==> config.mk <==
export PLATFORM = sky130hd
export DESIGN_NAME = dual_adc_mode_sequencer
export DESIGN_NICKNAME = d
export VERILOG_FILES = /design/src/design/adc_seq_pkg.sv /design/src/design/dual_adc_mode_sequencer.sv
export VERILOG_INCLUDE_DIRS = /design/src /design/src/design
export SDC_FILE = /design/constraint.sdc
export NUM_CORES = 1
export LEC_CHECK = 0
export BUFFER_PORTS_ARGS = -buffer_cell sky130_fd_sc_hd__buf_2
export CAP_MARGIN = 20
export CORE_ASPECT_RATIO = 0.7
export CORE_MARGIN = 4
export CORE_UTILIZATION = 59
export DETAILED_ROUTE_END_ITERATION = 8
export HOLD_SLACK_MARGIN = 0.05
export PLACE_DENSITY_LB_ADDON = 0.12
export SETUP_SLACK_MARGIN = 0.4
export SLEW_MARGIN = 10
export SYNTH_ARGS = -nofsm -noshare
export SYNTH_HDL_FRONTEND = slang
export SYNTH_SLANG_ARGS = --single-unit
==> constraint.sdc <==
create_clock -name mclk_i -period 2.75 [get_ports mclk_i]
set_input_delay 0.55 -clock mclk_i [delete_from_list [all_inputs] [get_ports mclk_i]]
set_output_delay 0.55 -clock mclk_i [all_outputs]
set_load 0.05 [all_outputs]
==> src/design/adc_seq_regs.svh <==
// Purpose: Offsets, field positions, reset values and counts of the
//          converter mode sequencer.
// Assumes: Included by bare name; definitions only.
// Notes: Status and filter-rate offsets and status bit positions are local.
`ifndef ADC_SEQ_REGS_SVH
`define ADC_SEQ_REGS_SVH

`define MODE_ADDR 8'hD1
`define PRI_CFG_ADDR 8'hD2
`define AUX_CFG_ADDR 8'hD3
`define STATUS_ADDR 8'hD4
`define FILTER_ADDR 8'hD5

`define MODE_RESET 8'h00
`define PRI_CFG_RESET 8'h07
`define AUX_CFG_RESET 8'h00
`define FILTER_RESET 8'h45

`define MODE_MASK 8'h37
`define PRI_CFG_MASK 8'h7F
`define AUX_CFG_MASK 8'h78
`define MODE_PRI_EN_BIT 5
`define MODE_AUX_EN_BIT 4
`define MODE_MD_MSB 2
`define MODE_MD_LSB 0
`define CFG_REF_BIT 6
`define CFG_CH_MSB 5
`define CFG_CH_LSB 4
`define STAT_PRIMARY_READY_FLAG_BIT 7
`define STAT_AUXILIARY_READY_FLAG_BIT 6
`define STAT_AUXILIARY_ERROR_FLAG_BIT 5

`define FILTER_MAX 8'hFF
`define AUX_ALIGN_OUTPUTS 2'h3
`define TEMP_SENSOR_CH 2'h2

`endif

==> src/design/adc_seq_pkg.sv <==
// Purpose: Types shared by the converter mode sequencer and its bench.
// Assumes: Nothing beyond this file.
// Notes: Mode codes follow the shared three-bit mode field.
package adc_seq_pkg;

  typedef enum logic [2:0] {
    MODE_POWER_DOWN = 3'h0,
    MODE_IDLE = 3'h1,
    MODE_SINGLE = 3'h2,
    MODE_CONTINUOUS = 3'h3,
    MODE_ZERO_CAL_INT = 3'h4,
    MODE_FULL_CAL_INT = 3'h5,
    MODE_ZERO_CAL_SYS = 3'h6,
    MODE_FULL_CAL_SYS = 3'h7
  } mode_t;

  typedef enum logic [1:0] {
    SRC_PINS = 2'h0,
    SRC_SHORT = 2'h1,
    SRC_REFERENCE = 2'h2
  } input_src_t;

  typedef enum logic [3:0] {
    ST_STOPPED = 4'h1,
    ST_WAITING = 4'h2,
    ST_CONVERTING = 4'h4,
    ST_CALIBRATING = 4'h8
  } seq_state_t;

  typedef struct packed {
    logic [7:0] addr;
    logic [7:0] wdata;
    logic wr;
    logic rd;
  } sfr_bus_t;

  typedef struct packed {
    logic pri;
    logic aux;
  } conv_done_t;

  typedef struct packed {
    logic reset;
    logic hold;
    logic powered;
    mode_t mode;
    input_src_t src;
    logic ext_ref;
    logic [1:0] channel;
    logic coef_wr;
    logic result_wr;
  } conv_ctrl_t;

endpackage

==> src/design/dual_adc_mode_sequencer.sv <==
// Purpose: Mode decode, reset and sequencing of two sigma-delta converters.
// Assumes: Core bus and converter done pulses run on mclk_i.
// Notes: Converter controls lag the registers by one cycle.
`timescale 1ns/10ps
`default_nettype none
`include "adc_seq_regs.svh"

module dual_adc_mode_sequencer
(
  input wire logic mclk_i,
  input wire logic reset_i,
  input wire adc_seq_pkg::sfr_bus_t sfr_i,
  input wire adc_seq_pkg::conv_done_t done_i,
  output logic [7:0] sfr_rdata_o,
  output adc_seq_pkg::conv_ctrl_t pri_ctrl_o,
  output adc_seq_pkg::conv_ctrl_t aux_ctrl_o,
  output logic [7:0] filter_rate_o
);
  import adc_seq_pkg::*;

  logic [7:0] mode_reg;
  logic [7:0] pri_cfg;
  logic [7:0] aux_cfg;
  logic [7:0] filter_rate;
  logic primary_ready_flag, auxiliary_ready_flag, auxiliary_error_flag;
  seq_state_t state, next_state;
  logic restart, aux_restart;
  logic pend_pri, pend_aux;
  logic aux_seen;
  logic [1:0] align_cnt;

  logic wr_mode, wr_pri_cfg, wr_aux_cfg, wr_status, wr_filter;
  mode_t md, new_md;
  logic pri_en, aux_en, new_pri_en, new_aux_en;
  logic md_changed;
  logic pri_rise, aux_rise;
  logic aux_only_mode_wr;
  logic both_reset_req;
  logic aux_reset_req;
  logic running, is_cal, pri_running;
  logic pri_acc, aux_acc;
  logic aux_on_temp;
  logic seq_finish;
  logic cal_code_wr;
  input_src_t cal_src;

  // Write strobes from the register bus
  always_comb
  begin
    wr_mode = 1'b0;
    wr_pri_cfg = 1'b0;
    wr_aux_cfg = 1'b0;
    wr_status = 1'b0;
    wr_filter = 1'b0;
    if (!sfr_i.wr)
      wr_mode = 1'b0;
    else if (sfr_i.addr == `MODE_ADDR)
      wr_mode = 1'b1;
    else if (sfr_i.addr == `PRI_CFG_ADDR)
      wr_pri_cfg = 1'b1;
    else if (sfr_i.addr == `AUX_CFG_ADDR)
      wr_aux_cfg = 1'b1;
    else if (sfr_i.addr == `STATUS_ADDR)
      wr_status = 1'b1;
    else if (sfr_i.addr == `FILTER_ADDR)
      wr_filter = 1'b1;
  end

  // Reset decisions
  assign md = mode_t'(mode_reg[`MODE_MD_MSB:`MODE_MD_LSB]);
  assign new_md = mode_t'(sfr_i.wdata[`MODE_MD_MSB:`MODE_MD_LSB]);
  assign pri_en = mode_reg[`MODE_PRI_EN_BIT];
  assign aux_en = mode_reg[`MODE_AUX_EN_BIT];
  assign new_pri_en = sfr_i.wdata[`MODE_PRI_EN_BIT];
  assign new_aux_en = sfr_i.wdata[`MODE_AUX_EN_BIT];
  assign md_changed = wr_mode && (new_md != md);
  assign pri_rise = wr_mode && new_pri_en && !pri_en;
  assign aux_rise = wr_mode && new_aux_en && !aux_en;
  assign aux_only_mode_wr = aux_rise && !md_changed && !pri_rise;
  assign both_reset_req = md_changed || (wr_mode && !aux_only_mode_wr)
    || (wr_pri_cfg && pri_en) || pri_rise;
  assign aux_reset_req = wr_aux_cfg || aux_only_mode_wr;
  assign cal_code_wr = wr_mode && new_md[`MODE_MD_MSB];

  // Conversion progress
  assign running = (state == ST_CONVERTING) || (state == ST_CALIBRATING);
  assign is_cal = (state == ST_CALIBRATING);
  assign pri_running = running && pri_en;
  assign aux_on_temp =
    (aux_cfg[`CFG_CH_MSB:`CFG_CH_LSB] == `TEMP_SENSOR_CH);
  assign pri_acc = pri_running && done_i.pri && (pend_pri || !is_cal);
  assign aux_acc = running && aux_en && (pend_aux || !is_cal)
    && (pri_running ? (done_i.pri && (aux_seen || done_i.aux)
    && (align_cnt <= 2'h1)) : done_i.aux);
  assign seq_finish = ((state == ST_CONVERTING && md == MODE_SINGLE)
    || is_cal) && (pend_pri || pend_aux)
    && (!pend_pri || pri_acc) && (!pend_aux || aux_acc);

  // Calibration input source
  always_comb
  begin
    case (md)
      MODE_ZERO_CAL_INT: cal_src = SRC_SHORT;
      MODE_FULL_CAL_INT: cal_src = SRC_REFERENCE;
      default: cal_src = SRC_PINS;
    endcase
  end

  // Sequencer state from the mode field
  always_comb
  begin
    next_state = state;
    case (state)
      ST_STOPPED, ST_WAITING:
        next_state = state;
      ST_CONVERTING, ST_CALIBRATING:
        if (seq_finish)
          next_state = ST_STOPPED;
      default:
        next_state = ST_STOPPED;
    endcase
    if (restart || (aux_restart && state == ST_STOPPED))
    begin
      if (md == MODE_POWER_DOWN || !(pri_en || aux_en))
        next_state = ST_STOPPED;
      else if (md == MODE_IDLE)
        next_state = ST_WAITING;
      else if (md[`MODE_MD_MSB])
        next_state = ST_CALIBRATING;
      else
        next_state = ST_CONVERTING;
    end
  end

  always_ff @(posedge mclk_i)
  begin
    if (reset_i)
      state <= ST_STOPPED;
    else
      state <= next_state;
  end

  // Restart pulses taking effect once the new register values stand
  always_ff @(posedge mclk_i)
  begin
    if (reset_i)
    begin
      restart <= 1'b0;
      aux_restart <= 1'b0;
    end
    else
    begin
      restart <= both_reset_req;
      aux_restart <= aux_reset_req && !both_reset_req;
    end
  end

  // Pending results of the current pass
  always_ff @(posedge mclk_i)
  begin
    if (reset_i)
    begin
      pend_pri <= 1'b0;
      pend_aux <= 1'b0;
    end
    else if (restart)
    begin
      pend_pri <= pri_en && md[`MODE_MD_MSB:1] != 2'h0;
      pend_aux <= aux_en && md[`MODE_MD_MSB:1] != 2'h0;
    end
    else
    begin
      if (pri_acc)
        pend_pri <= 1'b0;
      if (aux_restart)
        pend_aux <= aux_en && md[`MODE_MD_MSB:1] != 2'h0;
      else if (aux_acc)
        pend_aux <= 1'b0;
    end
  end

  // Auxiliary alignment to the primary output cadence
  always_ff @(posedge mclk_i)
  begin
    if (reset_i || restart)
    begin
      aux_seen <= 1'b0;
      align_cnt <= 2'h0;
    end
    else if (aux_restart)
    begin
      aux_seen <= 1'b0;
      align_cnt <= pri_running ? `AUX_ALIGN_OUTPUTS : 2'h0;
    end
    else
    begin
      if (aux_acc)
        aux_seen <= 1'b0;
      else if (done_i.aux)
        aux_seen <= 1'b1;
      if (pri_running && done_i.pri && align_cnt != 2'h0)
        align_cnt <= align_cnt - 2'h1;
    end
  end

  // Mode register
  always_ff @(posedge mclk_i)
  begin
    if (reset_i)
      mode_reg <= `MODE_RESET;
    else if (wr_mode)
      mode_reg <= sfr_i.wdata & `MODE_MASK;
    else if (seq_finish)
      mode_reg[`MODE_MD_MSB:`MODE_MD_LSB] <= MODE_POWER_DOWN;
  end

  // Converter configuration and filter rate
  always_ff @(posedge mclk_i)
  begin
    if (reset_i)
    begin
      pri_cfg <= `PRI_CFG_RESET;
      aux_cfg <= `AUX_CFG_RESET;
      filter_rate <= `FILTER_RESET;
    end
    else
    begin
      if (wr_pri_cfg)
        pri_cfg <= sfr_i.wdata & `PRI_CFG_MASK;
      if (wr_aux_cfg)
        aux_cfg <= sfr_i.wdata & `AUX_CFG_MASK;
      if (wr_filter)
        filter_rate <= sfr_i.wdata;
    end
  end

  // Status flags; hardware set wins over any clear
  always_ff @(posedge mclk_i)
  begin
    if (reset_i)
    begin
      primary_ready_flag <= 1'b0;
      auxiliary_ready_flag <= 1'b0;
      auxiliary_error_flag <= 1'b0;
    end
    else
    begin
      if (pri_acc)
        primary_ready_flag <= 1'b1;
      else if (cal_code_wr)
        primary_ready_flag <= 1'b0;
      else if (wr_status && !sfr_i.wdata[`STAT_PRIMARY_READY_FLAG_BIT])
        primary_ready_flag <= 1'b0;
      if (aux_acc)
        auxiliary_ready_flag <= 1'b1;
      else if (cal_code_wr)
        auxiliary_ready_flag <= 1'b0;
      else if (wr_status && !sfr_i.wdata[`STAT_AUXILIARY_READY_FLAG_BIT])
        auxiliary_ready_flag <= 1'b0;
      if (aux_acc && is_cal && aux_on_temp)
        auxiliary_error_flag <= 1'b1;
      else if (wr_status && !sfr_i.wdata[`STAT_AUXILIARY_ERROR_FLAG_BIT])
        auxiliary_error_flag <= 1'b0;
    end
  end

  // Read data
  always_ff @(posedge mclk_i)
  begin
    if (reset_i)
      sfr_rdata_o <= 8'h00;
    else if (!sfr_i.rd)
      sfr_rdata_o <= sfr_rdata_o;
    else if (sfr_i.addr == `MODE_ADDR)
      sfr_rdata_o <= mode_reg;
    else if (sfr_i.addr == `PRI_CFG_ADDR)
      sfr_rdata_o <= pri_cfg;
    else if (sfr_i.addr == `AUX_CFG_ADDR)
      sfr_rdata_o <= aux_cfg;
    else if (sfr_i.addr == `STATUS_ADDR)
    begin
      sfr_rdata_o <= 8'h00;
      sfr_rdata_o[`STAT_PRIMARY_READY_FLAG_BIT] <= primary_ready_flag;
      sfr_rdata_o[`STAT_AUXILIARY_READY_FLAG_BIT] <= auxiliary_ready_flag;
      sfr_rdata_o[`STAT_AUXILIARY_ERROR_FLAG_BIT] <= auxiliary_error_flag;
    end
    else if (sfr_i.addr == `FILTER_ADDR)
      sfr_rdata_o <= filter_rate;
    else
      sfr_rdata_o <= 8'h00;
  end

  // Primary converter controls
  always_ff @(posedge mclk_i)
  begin
    if (reset_i)
      pri_ctrl_o <= '0;
    else
    begin
      pri_ctrl_o.reset <= both_reset_req;
      pri_ctrl_o.hold <= pri_en && md == MODE_IDLE;
      pri_ctrl_o.powered <= pri_en && md != MODE_POWER_DOWN;
      pri_ctrl_o.mode <= pri_en ? md : MODE_POWER_DOWN;
      pri_ctrl_o.src <= md[`MODE_MD_MSB] ? cal_src : SRC_PINS;
      pri_ctrl_o.ext_ref <= pri_cfg[`CFG_REF_BIT];
      pri_ctrl_o.channel <= pri_cfg[`CFG_CH_MSB:`CFG_CH_LSB];
      pri_ctrl_o.coef_wr <= pri_acc && is_cal;
      pri_ctrl_o.result_wr <= pri_acc && !is_cal;
    end
  end

  // Auxiliary converter controls
  always_ff @(posedge mclk_i)
  begin
    if (reset_i)
      aux_ctrl_o <= '0;
    else
    begin
      aux_ctrl_o.reset <= both_reset_req || aux_reset_req;
      aux_ctrl_o.hold <= aux_en && md == MODE_IDLE;
      aux_ctrl_o.powered <= aux_en && md != MODE_POWER_DOWN;
      aux_ctrl_o.mode <= aux_en ? md : MODE_POWER_DOWN;
      aux_ctrl_o.src <= md[`MODE_MD_MSB] ? cal_src : SRC_PINS;
      aux_ctrl_o.ext_ref <= aux_cfg[`CFG_REF_BIT];
      aux_ctrl_o.channel <= aux_cfg[`CFG_CH_MSB:`CFG_CH_LSB];
      aux_ctrl_o.coef_wr <= aux_acc && is_cal && !aux_on_temp;
      aux_ctrl_o.result_wr <= aux_acc && !is_cal;
    end
  end

  // Filter rate seen by the converters
  always_ff @(posedge mclk_i)
  begin
    if (reset_i)
      filter_rate_o <= `FILTER_RESET;
    else if (next_state == ST_CALIBRATING)
      filter_rate_o <= `FILTER_MAX;
    else
      filter_rate_o <= filter_rate;
  end

endmodule

`default_nettype wire

==> results.md <==
- Status: finished clean
- Final Hold Violating Endpoints: 0
- DP Area: between 3000 and 4000 um^2
- Final Wtd Congestion: 0.934
- Total Neg Setup Slack: 0 ns
- Pins Over Slew Limit: 0
- Row cnt: 22
- Max cap viols: 0
- CP Capture Type: flop
- Chip Width: a little under 100 um
- Clock-pin slew of the registers on the worst-case setup and hold paths: ~0.08 ns
- Total routed wirelength: around 8000 um
- Pwr/cell area: 537 nW/um^2
- R2r setup slk: approximately 0.61 ns
- PortBufs: 63
- Clk buf depth: 2
- Largest net degree at the start of global routing: 48
- Most frequent cells in the layout: dfxtp_1 (77), buf_2 (63), nor2_1 (37)
- CTS Buf Count: 9
- Layout area overhead: 16.7%
- Overall power: 2050 uW
- Placed cells: 491
- Sequential-to-total area share from yosys stat: a little under half
- Commonest non-fill, non-tap cell in the layout: dfxtp_1
- Critical path class: flop to flop
- Remaining Overflow, GRT: 0
- CORE AREA: ~5300 um^2
- Slew headroom: 61.9%
- Yosys warnings: 0
- Crit-path cells: xor2_1 > nor4b_4 > o2111ai_4 > a211oi_4 > a21oi_1
- CTS Hold Bufs: 0
- Post-Layout Cell Count: between 500 and 600
- Fin area: 3810 um^2
- Crit-path leading delay family: compound AO/OA/AOI/OAI gates
- Sequential cell area: approximately 1500 um^2
- # resized after CTS: 0
- Worst Clk Skew: 0.0106 ns
- Worst Max-Slew Pin Slew: about 0.57 ns
- Worst Setup Start Kind: flop
- Max Freq: around 470 MHz
- DR iter-0 viols: between 300 and 400
- Top Registers: aux_ctrl_o: 13 flops, pri_ctrl_o: 11 flops
- Post-layout min period: approximately 2.1 ns
- Fillers: between 400 and 500
- First-pass GRT wire length: roughly 13000 um
- Detailed Routing Iterations Pass 1: 5
- Remaining antenna violation count: 0
- Leak: about 0.0016 uW
- CP bufs+invs: 0
- Max reg flops: 13
- H-Tree Level Count: 3
- Fin nets: between 400 and 500
- Peak supply drop: between 0.0004 and 0.0005 V
- CTS root buffer: clkbuf_8
- Hold Crit Class: flop to flop
- CP Data Required Time: roughly 3 ns
- Clk Latency, worst-skew pair: around 0.35 ns
- Area of the multi-input gates: 1570 um^2
- Final Setup Violations: 0
- Cell count after synthesis: between 300 and 400
- Clk sinks: 77
- Vias: approximately 2900
- Residual DRC: 0
- Register with the most flip-flops: aux_ctrl_o
- Critical Path Max Stage Delay: roughly 0.47 ns
- Vias per std cell: roughly 5.7
- Critical Path AT: approximately 2.4 ns
- CP Max Fanout: 9
- Vias in the first global route: ~2600
- ANT cells: 0
- RSZ-0062 raised after global routing: false
- Antenna violations before repair: 0
- Share of cells above drive strength 1: a little over a fifth
- Post-DR wirelength/cell: between 15 and 20 um
- Synthesized net count: 397
- Final worst path period share: approximately 78%
- Yosys reg bits: 77
- Io pins: 64
- Post-CTS Setup Repair Bufs: 0
- Synth Area per Inst: 8.76 um^2
- Die height: 70.3 um
- Initial Util: roughly 61%
- Die Area: a little under 7000 um^2
- Yosys cell types: 51
- Area of the mapped netlist: approximately 3300 um^2
- Slowest CP cell: a211oi_4
- CTS tree: yes
- Gr usage total: 24.6%
- DP HPWL: 5770 um
[worst paths after layout]
check	to	cells after the start	start
worst max-delay path	filter_rate_o[3]	5	state[3]
worst min-delay path	pri_cfg[3]	2	pri_cfg[3]
worst max register to register	filter_rate_o[3]	5	state[3]
worst min register to register	pri_cfg[3]	2	pri_cfg[3]
[per-layer routing]
| layer | global-route usage (%) | part of all wire (%) | vias to the layer above |
|---|---|---|---|
| li1 | - | - | 1409 |
| met1 | 36.3 | 50 | 1351 |
| met2 | 34.3 | 40 | 123 |
| met3 | 8.48 | 8.3 | 9 |
| met4 | 5.92 | 1.3 | 0 |
| met5 | 0 | 0 | - |
[report_power, final]
group,total [uW],switching (uW),leakage [uW],internal (uW)
logic,96.8,64.4,0.000867,32.3
registers,1120,1.66,0.000621,1120
clock network,834,413,0.0000858,421
[worst min-delay path, cell delays in order, from the launching register on]
cell,delay [ns]
dfxtp_1,0.31
nand2_1,0.05
a21oi_1,0.06
[cell families (layout without fill, tap and decap cells)]
logic type               Yosys count  after routing  synth area share [%]
multiplexers                      15             15                  4.60
buffers and inverters             38            100                  4.86
AND/OR/NAND/NOR                  158            158                  26.0
AO/OA/AOI/OAI                     79             79                  15.5
adder cells (fa/ha/maj)            2              2                 0.766
flip-flops                        77             77                  47.2
XOR/XNOR                           4              4                  1.07
[synthesized netlist by cell type (all sizes together)]
master	instances	area share, %
and3	6	1.1
o21ai	20	3.1
xor2	1	0.27
a41oi	1	0.27
nor4	5	1.4
o2111ai	1	0.80
o22ai	4	0.77
dfxtp	77	47
ha	2	0.77
and2	1	0.19
or3b	1	0.34
a32oi	2	0.54
o41a	1	0.34
o41ai	1	0.50
nor2b	17	3.3
or3	1	0.19
nor4bb	1	0.31
o21a	1	0.23
xnor2	3	0.80
nor4b	2	1.0
nand2b	10	2.1
a21oi	34	5.2
a211oi	2	0.84
buf	6	1.2
or2	1	0.19
o211ai	3	0.69
nand2	35	4.0
nand4	2	0.38
nand3b	3	0.69
nor2	37	4.3
a31oi	3	0.57
o221ai	1	0.27
o32ai	1	0.27
o31ai	2	0.46
or4	1	0.23
mux2i	15	4.6
o2111a	2	0.69
clkbuf	18	2.1
nand3	18	2.8
nand4b	1	0.27
inv	14	1.6
nor3	8	1.4
nor3b	8	1.8
[cell type report]
cell class / instances / area share [%]
clock buffers: 11 / 3.45
clock inverters: 5 / 1.61
inverters: 14 / 1.38
multi-input cells: 258 / 41.1
flip-flops and latches: 77 / 40.4
well taps: 72 / 2.36
repair buffers: 70 / 9.65
[stage by stage]
step / util, % / hold WS [ns] / setup slack, ns
2_1_floorplan: - / 0.435 / 0.884
3_3_place_gp: 68.1 / 0.441 / 0.483
3_5_place_dp: 68.1 / 0.448 / 0.460
4_1_cts: 71.7 / 0.459 / 0.665
5_1_grt: 71.7 / 0.464 / 0.527
6_report: 71.7 / 0.463 / 0.608
(Power assumes the default switching activity.)
